## src/design/ioa_pkg.sv

```systemverilog
package ioa_pkg;
   // Operation
   // - Each transaction gets a priority: fixed, programmed, or from its master.
   // - Differing priorities are granted in fixed order, largest value wins.
   // - Equal priorities meeting in one cycle are resolved least recently used.
   // - Each ingress bridge guards reads and writes with independent trackers.
   // - Single-destination mode stalls a new destination until its type drains.
   // - Per-ID mode passes a transaction whose ID has nothing outstanding.
   // - Per-ID mode passes a matching ID aimed at the same destination.
   // - Per-ID mode stalls a matching ID aimed elsewhere until a pass holds.
   // - Single-active-target holds write address while other-target beats pend.
   // - Locked sequences exist only when the interface is built as AXI3.
   // - A winning locked request stalls; the other channel still grants an unlocked winner that cycle, then blocks.
   // - Lock drains all outstanding work, then opens only the lock source.
   // - Completion of the unlocking transaction reopens every source.
   // - Coincident locked read and write: read wins, write address stalls.

   localparam int unsigned IOA_NSRC = 4;
   localparam int unsigned IOA_QW   = 4;
   localparam int unsigned IOA_IDW  = 2;
   localparam int unsigned IOA_DW   = 2;
   localparam int unsigned IOA_CW   = 5;
   localparam int unsigned IOA_BW   = 9;
   localparam logic [IOA_QW-1:0] IOA_QOS_FIXED_RST = 4'h0;
   localparam logic              IOA_LOCK_AXI3     = 1'b1;

   typedef enum logic [1:0] {
      IOA_QOS_FIXED,
      IOA_QOS_PROG,
      IOA_QOS_MASTER
   } ioa_qsel_e;

   typedef enum logic {
      IOA_GUARD_SINGLE,
      IOA_GUARD_PER_ID
   } ioa_gmode_e;

   typedef enum logic [1:0] {
      IOA_LK_IDLE,
      IOA_LK_DRAIN,
      IOA_LK_HELD
   } ioa_lock_e;

   // Ingress address request
   typedef struct packed {
      logic               valid;
      logic [IOA_IDW-1:0] id;
      logic [IOA_DW-1:0]  dest;
   } ioa_ingr_s;

   // Address request at the arbitration node
   typedef struct packed {
      logic              valid;
      logic [IOA_QW-1:0] qos;
      logic              lock;
   } ioa_areq_s;
endpackage

```

## src/design/ioa_arbiter.sv

```systemverilog
`timescale 1ns/1ps
module ioa_arbiter #(
   parameter int unsigned        NSRC      = ioa_pkg::IOA_NSRC,
   parameter logic               LOCK_EN   = ioa_pkg::IOA_LOCK_AXI3,
   parameter logic [ioa_pkg::IOA_QW-1:0] QOS_FIXED = ioa_pkg::IOA_QOS_FIXED_RST
) (
   input  wire logic                            i_sys_clk,
   input  wire logic                            i_resetn,
   input  ioa_pkg::ioa_qsel_e [NSRC-1:0]        i_qos_sel,
   input  wire logic [NSRC-1:0][ioa_pkg::IOA_QW-1:0] i_qos_prog,
   input  ioa_pkg::ioa_areq_s [NSRC-1:0]        i_ar_req,
   input  ioa_pkg::ioa_areq_s [NSRC-1:0]        i_aw_req,
   input  wire logic                            i_ar_done,
   input  wire logic                            i_aw_done,
   input  ioa_pkg::ioa_gmode_e                  i_guard_mode,
   input  wire logic                            i_one_tgt_en,
   input  ioa_pkg::ioa_ingr_s                   i_in_ar,
   input  ioa_pkg::ioa_ingr_s                   i_in_aw,
   input  wire logic [ioa_pkg::IOA_BW-1:0]      i_in_aw_beats,
   input  wire logic                            i_in_w_beat,
   input  wire logic                            i_in_r_done,
   input  wire logic [ioa_pkg::IOA_IDW-1:0]     i_in_r_id,
   input  wire logic                            i_in_b_done,
   input  wire logic [ioa_pkg::IOA_IDW-1:0]     i_in_b_id,
   output logic [NSRC-1:0]                      o_ar_grant,
   output logic [NSRC-1:0]                      o_aw_grant,
   output ioa_pkg::ioa_lock_e                   o_lock_state,
   output logic                                 o_in_ar_take,
   output logic                                 o_in_aw_take
);
   import ioa_pkg::*;

   localparam int unsigned RW = (NSRC > 1) ? $clog2(NSRC) : 1;

   typedef logic [NSRC-1:0][RW-1:0] ioa_rank_t;

   typedef struct packed {
      ioa_lock_e         lk;
      logic [RW-1:0]     lk_src;
      logic              lk_rd;
      logic              unl;
      logic [IOA_CW-1:0] out;
      logic [NSRC-1:0]   ar_gnt;
      logic [NSRC-1:0]   aw_gnt;
      ioa_rank_t         ar_rank;
      ioa_rank_t         aw_rank;
      logic              in_ar_take;
      logic              in_aw_take;
      logic [IOA_BW-1:0] tgt_beats;
      logic [IOA_DW-1:0] tgt_cur;
   } ioa_ast_s;

   // Winner: highest priority, then least recently used
   function automatic logic [NSRC-1:0] pick(
      input logic [NSRC-1:0]             v,
      input logic [NSRC-1:0][IOA_QW-1:0] q,
      input ioa_rank_t                   rk);
      logic [NSRC-1:0]   w;
      logic [IOA_QW-1:0] bq;
      logic [RW-1:0]     br;
      logic              hit;
      w = '0;
      bq = '0;
      br = '0;
      hit = 1'b0;
      for (int i = 0; i < NSRC; i++) begin
         if (v[i] && (!hit || q[i] > bq
                      || (q[i] == bq && rk[i] < br))) begin
            w = '0;
            w[i] = 1'b1;
            bq = q[i];
            br = rk[i];
            hit = 1'b1;
         end
      end
      return w;
   endfunction

   function automatic logic [RW-1:0] idx(input logic [NSRC-1:0] oh);
      logic [RW-1:0] r;
      r = '0;
      for (int i = 0; i < NSRC; i++)
         if (oh[i]) r = RW'(i);
      return r;
   endfunction

   // Granted source becomes most recent, those above it shift down
   function automatic ioa_rank_t touch(input ioa_rank_t rk,
                                       input logic [NSRC-1:0] w);
      ioa_rank_t     r;
      logic [RW-1:0] wr;
      r = rk;
      wr = rk[idx(w)];
      for (int i = 0; i < NSRC; i++) begin
         if (w[i]) r[i] = RW'(NSRC-1);
         else if ((|w) && rk[i] > wr) r[i] = rk[i] - 1'b1;
      end
      return r;
   endfunction

   function automatic ioa_rank_t rank_init();
      ioa_rank_t r;
      for (int i = 0; i < NSRC; i++)
         r[i] = RW'(i);
      return r;
   endfunction

   localparam ioa_rank_t RANK_RST = rank_init();

   ioa_ast_s                  st_r;
   ioa_ast_s                  st_nxt;
   logic [NSRC-1:0][IOA_QW-1:0] q_ar;
   logic [NSRC-1:0][IOA_QW-1:0] q_aw;
   logic [NSRC-1:0]           v_ar;
   logic [NSRC-1:0]           v_aw;
   logic [NSRC-1:0]           lk_ar;
   logic [NSRC-1:0]           lk_aw;
   logic [NSRC-1:0]           w_ar;
   logic [NSRC-1:0]           w_aw;
   logic [NSRC-1:0]           g_ar;
   logic [NSRC-1:0]           g_aw;
   logic [NSRC-1:0]           src_oh;
   logic                      ar_lock_w;
   logic                      aw_lock_w;
   logic                      ar_pass;
   logic                      aw_pass;
   logic                      tgt_ok;

   // Local priority and eligibility per source
   always_comb begin
      for (int i = 0; i < NSRC; i++) begin
         case (i_qos_sel[i])
            IOA_QOS_PROG:   q_ar[i] = i_qos_prog[i];
            IOA_QOS_MASTER: q_ar[i] = i_ar_req[i].qos;
            default:        q_ar[i] = QOS_FIXED;
         endcase
         case (i_qos_sel[i])
            IOA_QOS_PROG:   q_aw[i] = i_qos_prog[i];
            IOA_QOS_MASTER: q_aw[i] = i_aw_req[i].qos;
            default:        q_aw[i] = QOS_FIXED;
         endcase
         v_ar[i] = i_ar_req[i].valid && !st_r.ar_gnt[i];
         v_aw[i] = i_aw_req[i].valid && !st_r.aw_gnt[i];
         lk_ar[i] = LOCK_EN && i_ar_req[i].lock;
         lk_aw[i] = LOCK_EN && i_aw_req[i].lock;
      end
   end

   assign w_ar = pick(v_ar, q_ar, st_r.ar_rank);
   assign w_aw = pick(v_aw, q_aw, st_r.aw_rank);
   assign ar_lock_w = |(w_ar & lk_ar);
   assign aw_lock_w = |(w_aw & lk_aw);
   assign src_oh = {{(NSRC-1){1'b0}}, 1'b1} << st_r.lk_src;
   assign tgt_ok = !i_one_tgt_en || (st_r.tgt_beats == '0)
                || (st_r.tgt_cur == i_in_aw.dest);

   // Independent read and write dependency trackers
   ioa_guard u_guard_rd (
      .i_sys_clk (i_sys_clk),
      .i_resetn  (i_resetn),
      .i_mode    (i_guard_mode),
      .i_req     (i_in_ar),
      .i_take    (st_r.in_ar_take),
      .i_done    (i_in_r_done),
      .i_done_id (i_in_r_id),
      .o_pass    (ar_pass)
   );

   ioa_guard u_guard_wr (
      .i_sys_clk (i_sys_clk),
      .i_resetn  (i_resetn),
      .i_mode    (i_guard_mode),
      .i_req     (i_in_aw),
      .i_take    (st_r.in_aw_take),
      .i_done    (i_in_b_done),
      .i_done_id (i_in_b_id),
      .o_pass    (aw_pass)
   );

   // Arbitration, lock sequencing, ingress acceptance
   always_comb begin
      st_nxt = st_r;
      g_ar = '0;
      g_aw = '0;
      case (st_r.lk)
         IOA_LK_IDLE: begin
            if (ar_lock_w) begin
               st_nxt.lk = IOA_LK_DRAIN;
               st_nxt.lk_src = idx(w_ar);
               st_nxt.lk_rd = 1'b1;
               if (!aw_lock_w) g_aw = w_aw;
            end else if (aw_lock_w) begin
               st_nxt.lk = IOA_LK_DRAIN;
               st_nxt.lk_src = idx(w_aw);
               st_nxt.lk_rd = 1'b0;
               g_ar = w_ar;
            end else begin
               g_ar = w_ar;
               g_aw = w_aw;
            end
         end
         IOA_LK_DRAIN: begin
            if (st_r.out == '0) begin
               if (st_r.lk_rd) g_ar = v_ar & src_oh;
               else g_aw = v_aw & src_oh;
               st_nxt.unl = 1'b0;
               if (|(g_ar | g_aw)) st_nxt.lk = IOA_LK_HELD;
            end
         end
         IOA_LK_HELD: begin
            if (!st_r.unl) begin
               g_ar = v_ar & src_oh;
               g_aw = v_aw & src_oh;
               if ((|(g_ar & ~lk_ar)) || (|(g_aw & ~lk_aw)))
                  st_nxt.unl = 1'b1;
            end
         end
         default: st_nxt.lk = IOA_LK_IDLE;
      endcase
      st_nxt.out = st_r.out + IOA_CW'(|g_ar) + IOA_CW'(|g_aw)
                 - IOA_CW'(i_ar_done) - IOA_CW'(i_aw_done);
      if (st_r.lk == IOA_LK_HELD && st_r.unl && st_nxt.out == '0)
         st_nxt.lk = IOA_LK_IDLE;
      st_nxt.ar_gnt = g_ar;
      st_nxt.aw_gnt = g_aw;
      st_nxt.ar_rank = touch(st_r.ar_rank, g_ar);
      st_nxt.aw_rank = touch(st_r.aw_rank, g_aw);
      st_nxt.in_ar_take = i_in_ar.valid && !st_r.in_ar_take && ar_pass;
      st_nxt.in_aw_take = i_in_aw.valid && !st_r.in_aw_take && aw_pass
                       && tgt_ok;
      st_nxt.tgt_beats = st_r.tgt_beats - IOA_BW'(i_in_w_beat)
                       + (st_r.in_aw_take ? i_in_aw_beats : '0);
      if (st_r.in_aw_take) st_nxt.tgt_cur = i_in_aw.dest;
   end

   always_ff @(posedge i_sys_clk or negedge i_resetn) begin
      if (!i_resetn) begin
         st_r <= '0;
         st_r.lk <= IOA_LK_IDLE;
         st_r.ar_rank <= RANK_RST;
         st_r.aw_rank <= RANK_RST;
      end else begin
         st_r <= st_nxt;
      end
   end

   // Outputs straight from the state register
   assign o_ar_grant = st_r.ar_gnt;
   assign o_aw_grant = st_r.aw_gnt;
   assign o_lock_state = st_r.lk;
   assign o_in_ar_take = st_r.in_ar_take;
   assign o_in_aw_take = st_r.in_aw_take;
endmodule

```

## src/design/ioa_guard.sv

```systemverilog
`timescale 1ns/1ps
module ioa_guard (
   input  wire logic               i_sys_clk,
   input  wire logic               i_resetn,
   input  ioa_pkg::ioa_gmode_e     i_mode,
   input  ioa_pkg::ioa_ingr_s      i_req,
   input  wire logic               i_take,
   input  wire logic               i_done,
   input  wire logic [ioa_pkg::IOA_IDW-1:0] i_done_id,
   output logic                    o_pass
);
   import ioa_pkg::*;

   localparam int unsigned NID = 1 << IOA_IDW;

   typedef struct packed {
      logic [IOA_CW-1:0]           tot;
      logic [IOA_DW-1:0]           cur;
      logic [NID-1:0][IOA_CW-1:0]  cnt;
      logic [NID-1:0][IOA_DW-1:0]  dst;
   } ioa_gst_s;

   ioa_gst_s st_r;
   ioa_gst_s st_nxt;

   // Tracker update on acceptance and completion
   always_comb begin
      st_nxt = st_r;
      st_nxt.tot = st_r.tot + IOA_CW'(i_take) - IOA_CW'(i_done);
      if (i_take) begin
         st_nxt.cur = i_req.dest;
      end
      for (int k = 0; k < NID; k++) begin
         st_nxt.cnt[k] = st_r.cnt[k]
                       + IOA_CW'(i_take && i_req.id == IOA_IDW'(k))
                       - IOA_CW'(i_done && i_done_id == IOA_IDW'(k));
         if (i_take && i_req.id == IOA_IDW'(k)) begin
            st_nxt.dst[k] = i_req.dest;
         end
      end
   end

   // Pass decision for the request on offer
   always_comb begin
      if (i_mode == IOA_GUARD_SINGLE) begin
         o_pass = (st_r.tot == '0) || (st_r.cur == i_req.dest);
      end else begin
         o_pass = (st_r.cnt[i_req.id] == '0)
               || (st_r.dst[i_req.id] == i_req.dest);
      end
   end

   always_ff @(posedge i_sys_clk or negedge i_resetn) begin
      if (!i_resetn) begin
         st_r <= '0;
      end else begin
         st_r <= st_nxt;
      end
   end
endmodule

```

## config.mk

```make
export PLATFORM = sky130hd
export DESIGN_NAME = ioa_arbiter
export DESIGN_NICKNAME = d
export VERILOG_FILES = /design/src/design/ioa_pkg.sv /design/src/design/ioa_arbiter.sv /design/src/design/ioa_guard.sv
export SDC_FILE = /design/constraint.sdc
export NUM_CORES = 1
export LEC_CHECK = 0
export ABC_AREA = 1
export BUFFER_PORTS_ARGS = -buffer_cell sky130_fd_sc_hd__buf_2
export CAP_MARGIN = 25
export CELL_PAD_IN_SITES_DETAIL_PLACEMENT = 1
export CELL_PAD_IN_SITES_GLOBAL_PLACEMENT = 1
export CORE_MARGIN = 2
export CORE_UTILIZATION = 43
export DETAILED_ROUTE_END_ITERATION = 8
export GPL_TIMING_DRIVEN = 0
export HOLD_SLACK_MARGIN = 0.06
export PLACE_DENSITY_LB_ADDON = 0.1
export REMOVE_ABC_BUFFERS = 1
export SKIP_CTS_REPAIR_TIMING = 1
export SLEW_MARGIN = 20
export SYNTH_ARGS = -nofsm -noshare
export SYNTH_HDL_FRONTEND = slang
export SYNTH_SLANG_ARGS = --single-unit
```

## constraint.sdc

```tcl
create_clock -name i_sys_clk -period 7.2 [get_ports i_sys_clk]
set_input_delay 1.08 -clock i_sys_clk [delete_from_list [all_inputs] [get_ports i_sys_clk]]
set_output_delay 1.08 -clock i_sys_clk [all_outputs]
set_load 0.02 [all_outputs]
```

==> summary.md <==
| Metric | Value |
|---|---|
| Critical path required time | `7.50 ns` |
| Sw Share | `47.7%` |
| # DRC | `0` |
| Slew margin rel. | `48.6%` |
| Async SR Flop Fraction | `100%` |
| Endpoint type of the worst setup path | `flop` |
| Period minus WS final | `7.09 ns` |
| Switching power | `2.81 mW` |
| Area growth from synthesis to layout | `21.6%` |
| Placed cell area | `0.0104 mm^2` |
| Reg area | `0.00291 mm^2` |
| Initial antenna violation count | `1` |
| DP HPWL | `19300 um` |
| Initial Util | `44.1%` |
| Setup Slack @ Placement | `-1.18 ns` |
| Detailed Route WL | `25800 um` |
| CTS tree | `done` |
| Critical Path Slowest Stage Cell | `fa_2` |
| DRT antenna net count | `0` |
| Sequential share of the synthesized area | `30.2%` |
| Largest net degree at the start of global routing | `65` |
| Lkg Pwr | `6.31 nW` |
| Die Wd | `154 um` |
| Fmax | `141 MHz` |
| Cts bufs inserted | `17` |
| Power density over the cells | `503 mW/mm^2` |
| Crit start category | `input pin` |
| PortBufs | `115` |
| Fin. Hold Viols | `0` |
| MaxCap Viol Count | `0` |
| Worst path arrival time | `7.39 ns` |
| Most frequent cells in the layout | `313 x nand2_1, 226 x inv_1, 117 x ha_1` |
| Mapped cell area | `0.00965 mm^2` |
| Crit Path Class | `input pin to flop` |
| Synth Instances | `1278` |
| Slew @ Worst Pin | `0.768 ns` |
| Htree depth | `4` |
| Post-layout nets | `1665` |
| Routability cong. | `0.790` |
| Multi-input logic area | `0.00612 mm^2` |
| I/O pin cnt | `116` |
| Final clock skew | `0.0187 ns` |
| Share of cells above drive strength 1 | `21.0%` |
| Synth area leader | `dfrtp_1` |
| Top cells by area, synth | `dfrtp_1 28%, ha_1 16%, nand2_1 13%` |
| Clk Tree Root Cell | `clkbuf_16` |
| PnR worst setup slack | `0.109 ns` |
| Post-synth EDFFs | `0` |
| Critical-path maximum fanout | `8` |
| Ys Warns | `0` |
| Commonest non-fill, non-tap cell in the layout | `nand2_1` |
| Worst-path clk slew | `0.06 ns` |
| Final Cell Area | `0.0117 mm^2` |
| Power Internal | `3.08 mW` |
| Rows | `54` |
| Post-synthesis cell type count | `44` |
| Min-Delay Path Class | `flop to flop` |
| Clk sink count | `116` |
| Routed len/inst | `15.1 um` |
| Vias in the first global route | `8812` |
| Die area | `0.0236 mm^2` |
| Mean area per synthesized cell | `7.55 um^2` |
| Clock network power share | `14.9%` |
| Core footprint | `0.0219 mm^2` |
| Synthesized flop and latch total | `116` |
| First-pass GRT wire length | `41400 um` |
| Final Util | `53.6%` |
| Total vias in the final route | `8657` |
| Starting DRT DRC Count | `297` |
| CP max stage delay | `0.47 ns` |
| Share of total power in sequential cells | `22.6%` |
| Peak supply drop | `181 uV` |
| Clk Latency, worst-skew pair | `0.42 ns` |
| CTS max path bufs | `2` |
| Congestion Overflow GR | `0` |
| RSZ-0062 raised after global routing | `yes` |
| Combinational Power Share | `62.6%` |
| Die Y | `154 um` |
| Status | `complete, no violations` |
| GR Util All Layers | `21.3%` |
| Most frequent CP cell | `nand2_4` |
| Top_reg_cell synth | `dfrtp_1` |
| WHS | `0.485 ns` |
| Via/cell ratio | `5.05` |
| Slew Limit Fails | `0` |
| Top cell type's share of synthesized area | `28.0%` |
| Drt pass-1 iters | `4` |
| Setup violators final | `0` |
| Fillers | `2737` |
| Final period util | `98.5%` |
-- metal layers --
| layer | wire length, um | track usage [%] | up-vias | part of all wire, % |
|---|---|---|---|---|
| met2 | 13200 | 38.3 | 124 | 51 |
| met1 | 11500 | 26.8 | 4149 | 44 |
| li1 | - | - | 4354 | - |
| met3 | 846 | 3.86 | 30 | 3.3 |
| met5 | 0 | 0 | - | 0 |
| met4 | 320 | 4.02 | 0 | 1.2 |
-- cells in the mapped netlist, types with 3 or more instances --
| library cell | count |
|---|---|
| nand3_2 | 3 |
| xor2_1 | 43 |
| or2_1 | 3 |
| nor2_1 | 58 |
| nand2_4 | 13 |
| inv_1 | 233 |
| a21boi_0 | 4 |
| dfrtp_1 | 108 |
| nand3_1 | 62 |
| nand2_1 | 331 |
| buf_2 | 3 |
| buf_4 | 11 |
| nor3_1 | 16 |
| a21oi_1 | 65 |
| nand2_2 | 16 |
| clkbuf_1 | 7 |
| nor4_1 | 5 |
| or2_2 | 7 |
| ha_1 | 127 |
| xnor2_1 | 15 |
| o21ai_0 | 77 |
| dfstp_2 | 8 |
| fa_1 | 14 |
| buf_6 | 3 |
| a22oi_1 | 7 |
| nor2_4 | 4 |
| o22ai_1 | 4 |
| o41ai_1 | 5 |
| nand4_1 | 7 |
-- through the flow --
stage / power, mW / std cells / setup TNS (ns)
6_report: 5.90 / 1714 / 0
5_1_grt: 6.55 / 1713 / -0.854
4_1_cts: 5.59 / 1682 / -2.38
3_5_place_dp: 4.64 / 1650 / -8.47
3_3_place_gp: 4.46 / 1649 / -6.21
2_1_floorplan: 3.82 / 1254 / 0
-- flip-flops by register name, indices dropped and copies added, names as in the netlist --
name	count
o_in_aw_take	1
o_in_ar_take	1
u_guard_wr.st_r	33
o_aw_grant	4
u_guard_rd.st_r	35
o_lock_state	2
o_ar_grant	4
st_r	36
-- power groups by stage --
stage	logic (mW)	clock network [mW]	registers [mW]
after floorplan	2.54	0	1.28
after global placement	3.14	0	1.32
after detailed placement	3.31	0	1.34
after CTS	3.36	0.899	1.33
after global routing	4.24	0.924	1.38
final	3.69	0.877	1.33
-- area by class of cell --
cell class | instances | share of cell area, %
diodes | 1 | 0.0213
clock buffers | 17 | 3.63
clock inverters | 15 | 1.46
inverters | 236 | 7.59
multi-input cells | 904 | 52.1
flip-flops and latches | 116 | 24.8
well taps | 280 | 2.99
repair buffers | 145 | 7.35
-- kinds of logic after synthesis --
logic type               share of synthesized area (%)
AO/OA/AOI/OAI                                     10.0
XOR/XNOR                                          5.27
adder cells (fa/ha/maj)                           19.4
buffers and inverters                             10.8
flip-flops                                        30.2
AND/OR/NAND/NOR                                   24.3
-- final timing paths --
path                                                     start                             end  slack [ns]  cells after the start
worst max-delay path                              i_qos_sel[0]     o_lock_state[1]$_DFFE_PN0P_        0.11                     47
worst min-delay path            u_guard_wr.st_r[2]$_DFFE_PN0P_  u_guard_wr.st_r[2]$_DFFE_PN0P_        0.48                      2
worst max register to register         o_ar_grant[0]$_DFF_PN0_     o_lock_state[1]$_DFFE_PN0P_        0.41                     47
worst min register to register  u_guard_wr.st_r[2]$_DFFE_PN0P_  u_guard_wr.st_r[2]$_DFFE_PN0P_        0.48                      2
max in group asynchronous                             i_resetn   u_guard_wr.st_r[12]$_DFF_PN0_        5.88                      2
min in group asynchronous                             i_resetn   u_guard_rd.st_r[20]$_DFF_PN0_        0.61                      1
-- worst max-delay path, delay by kind of cell --
| kind | cells | cell delay (ns) |
|---|---|---|
| adders and majority gates | 7 | 2.17 |
| and+or+nand+nor | 27 | 2.75 |
| buffers and inverters | 6 | 0.61 |
| AOI/OAI and AO/OA | 6 | 0.67 |
| xor gates and xnor gates | 1 | 0.11 |
Note: power is estimated with default switching activity, not from simulation.
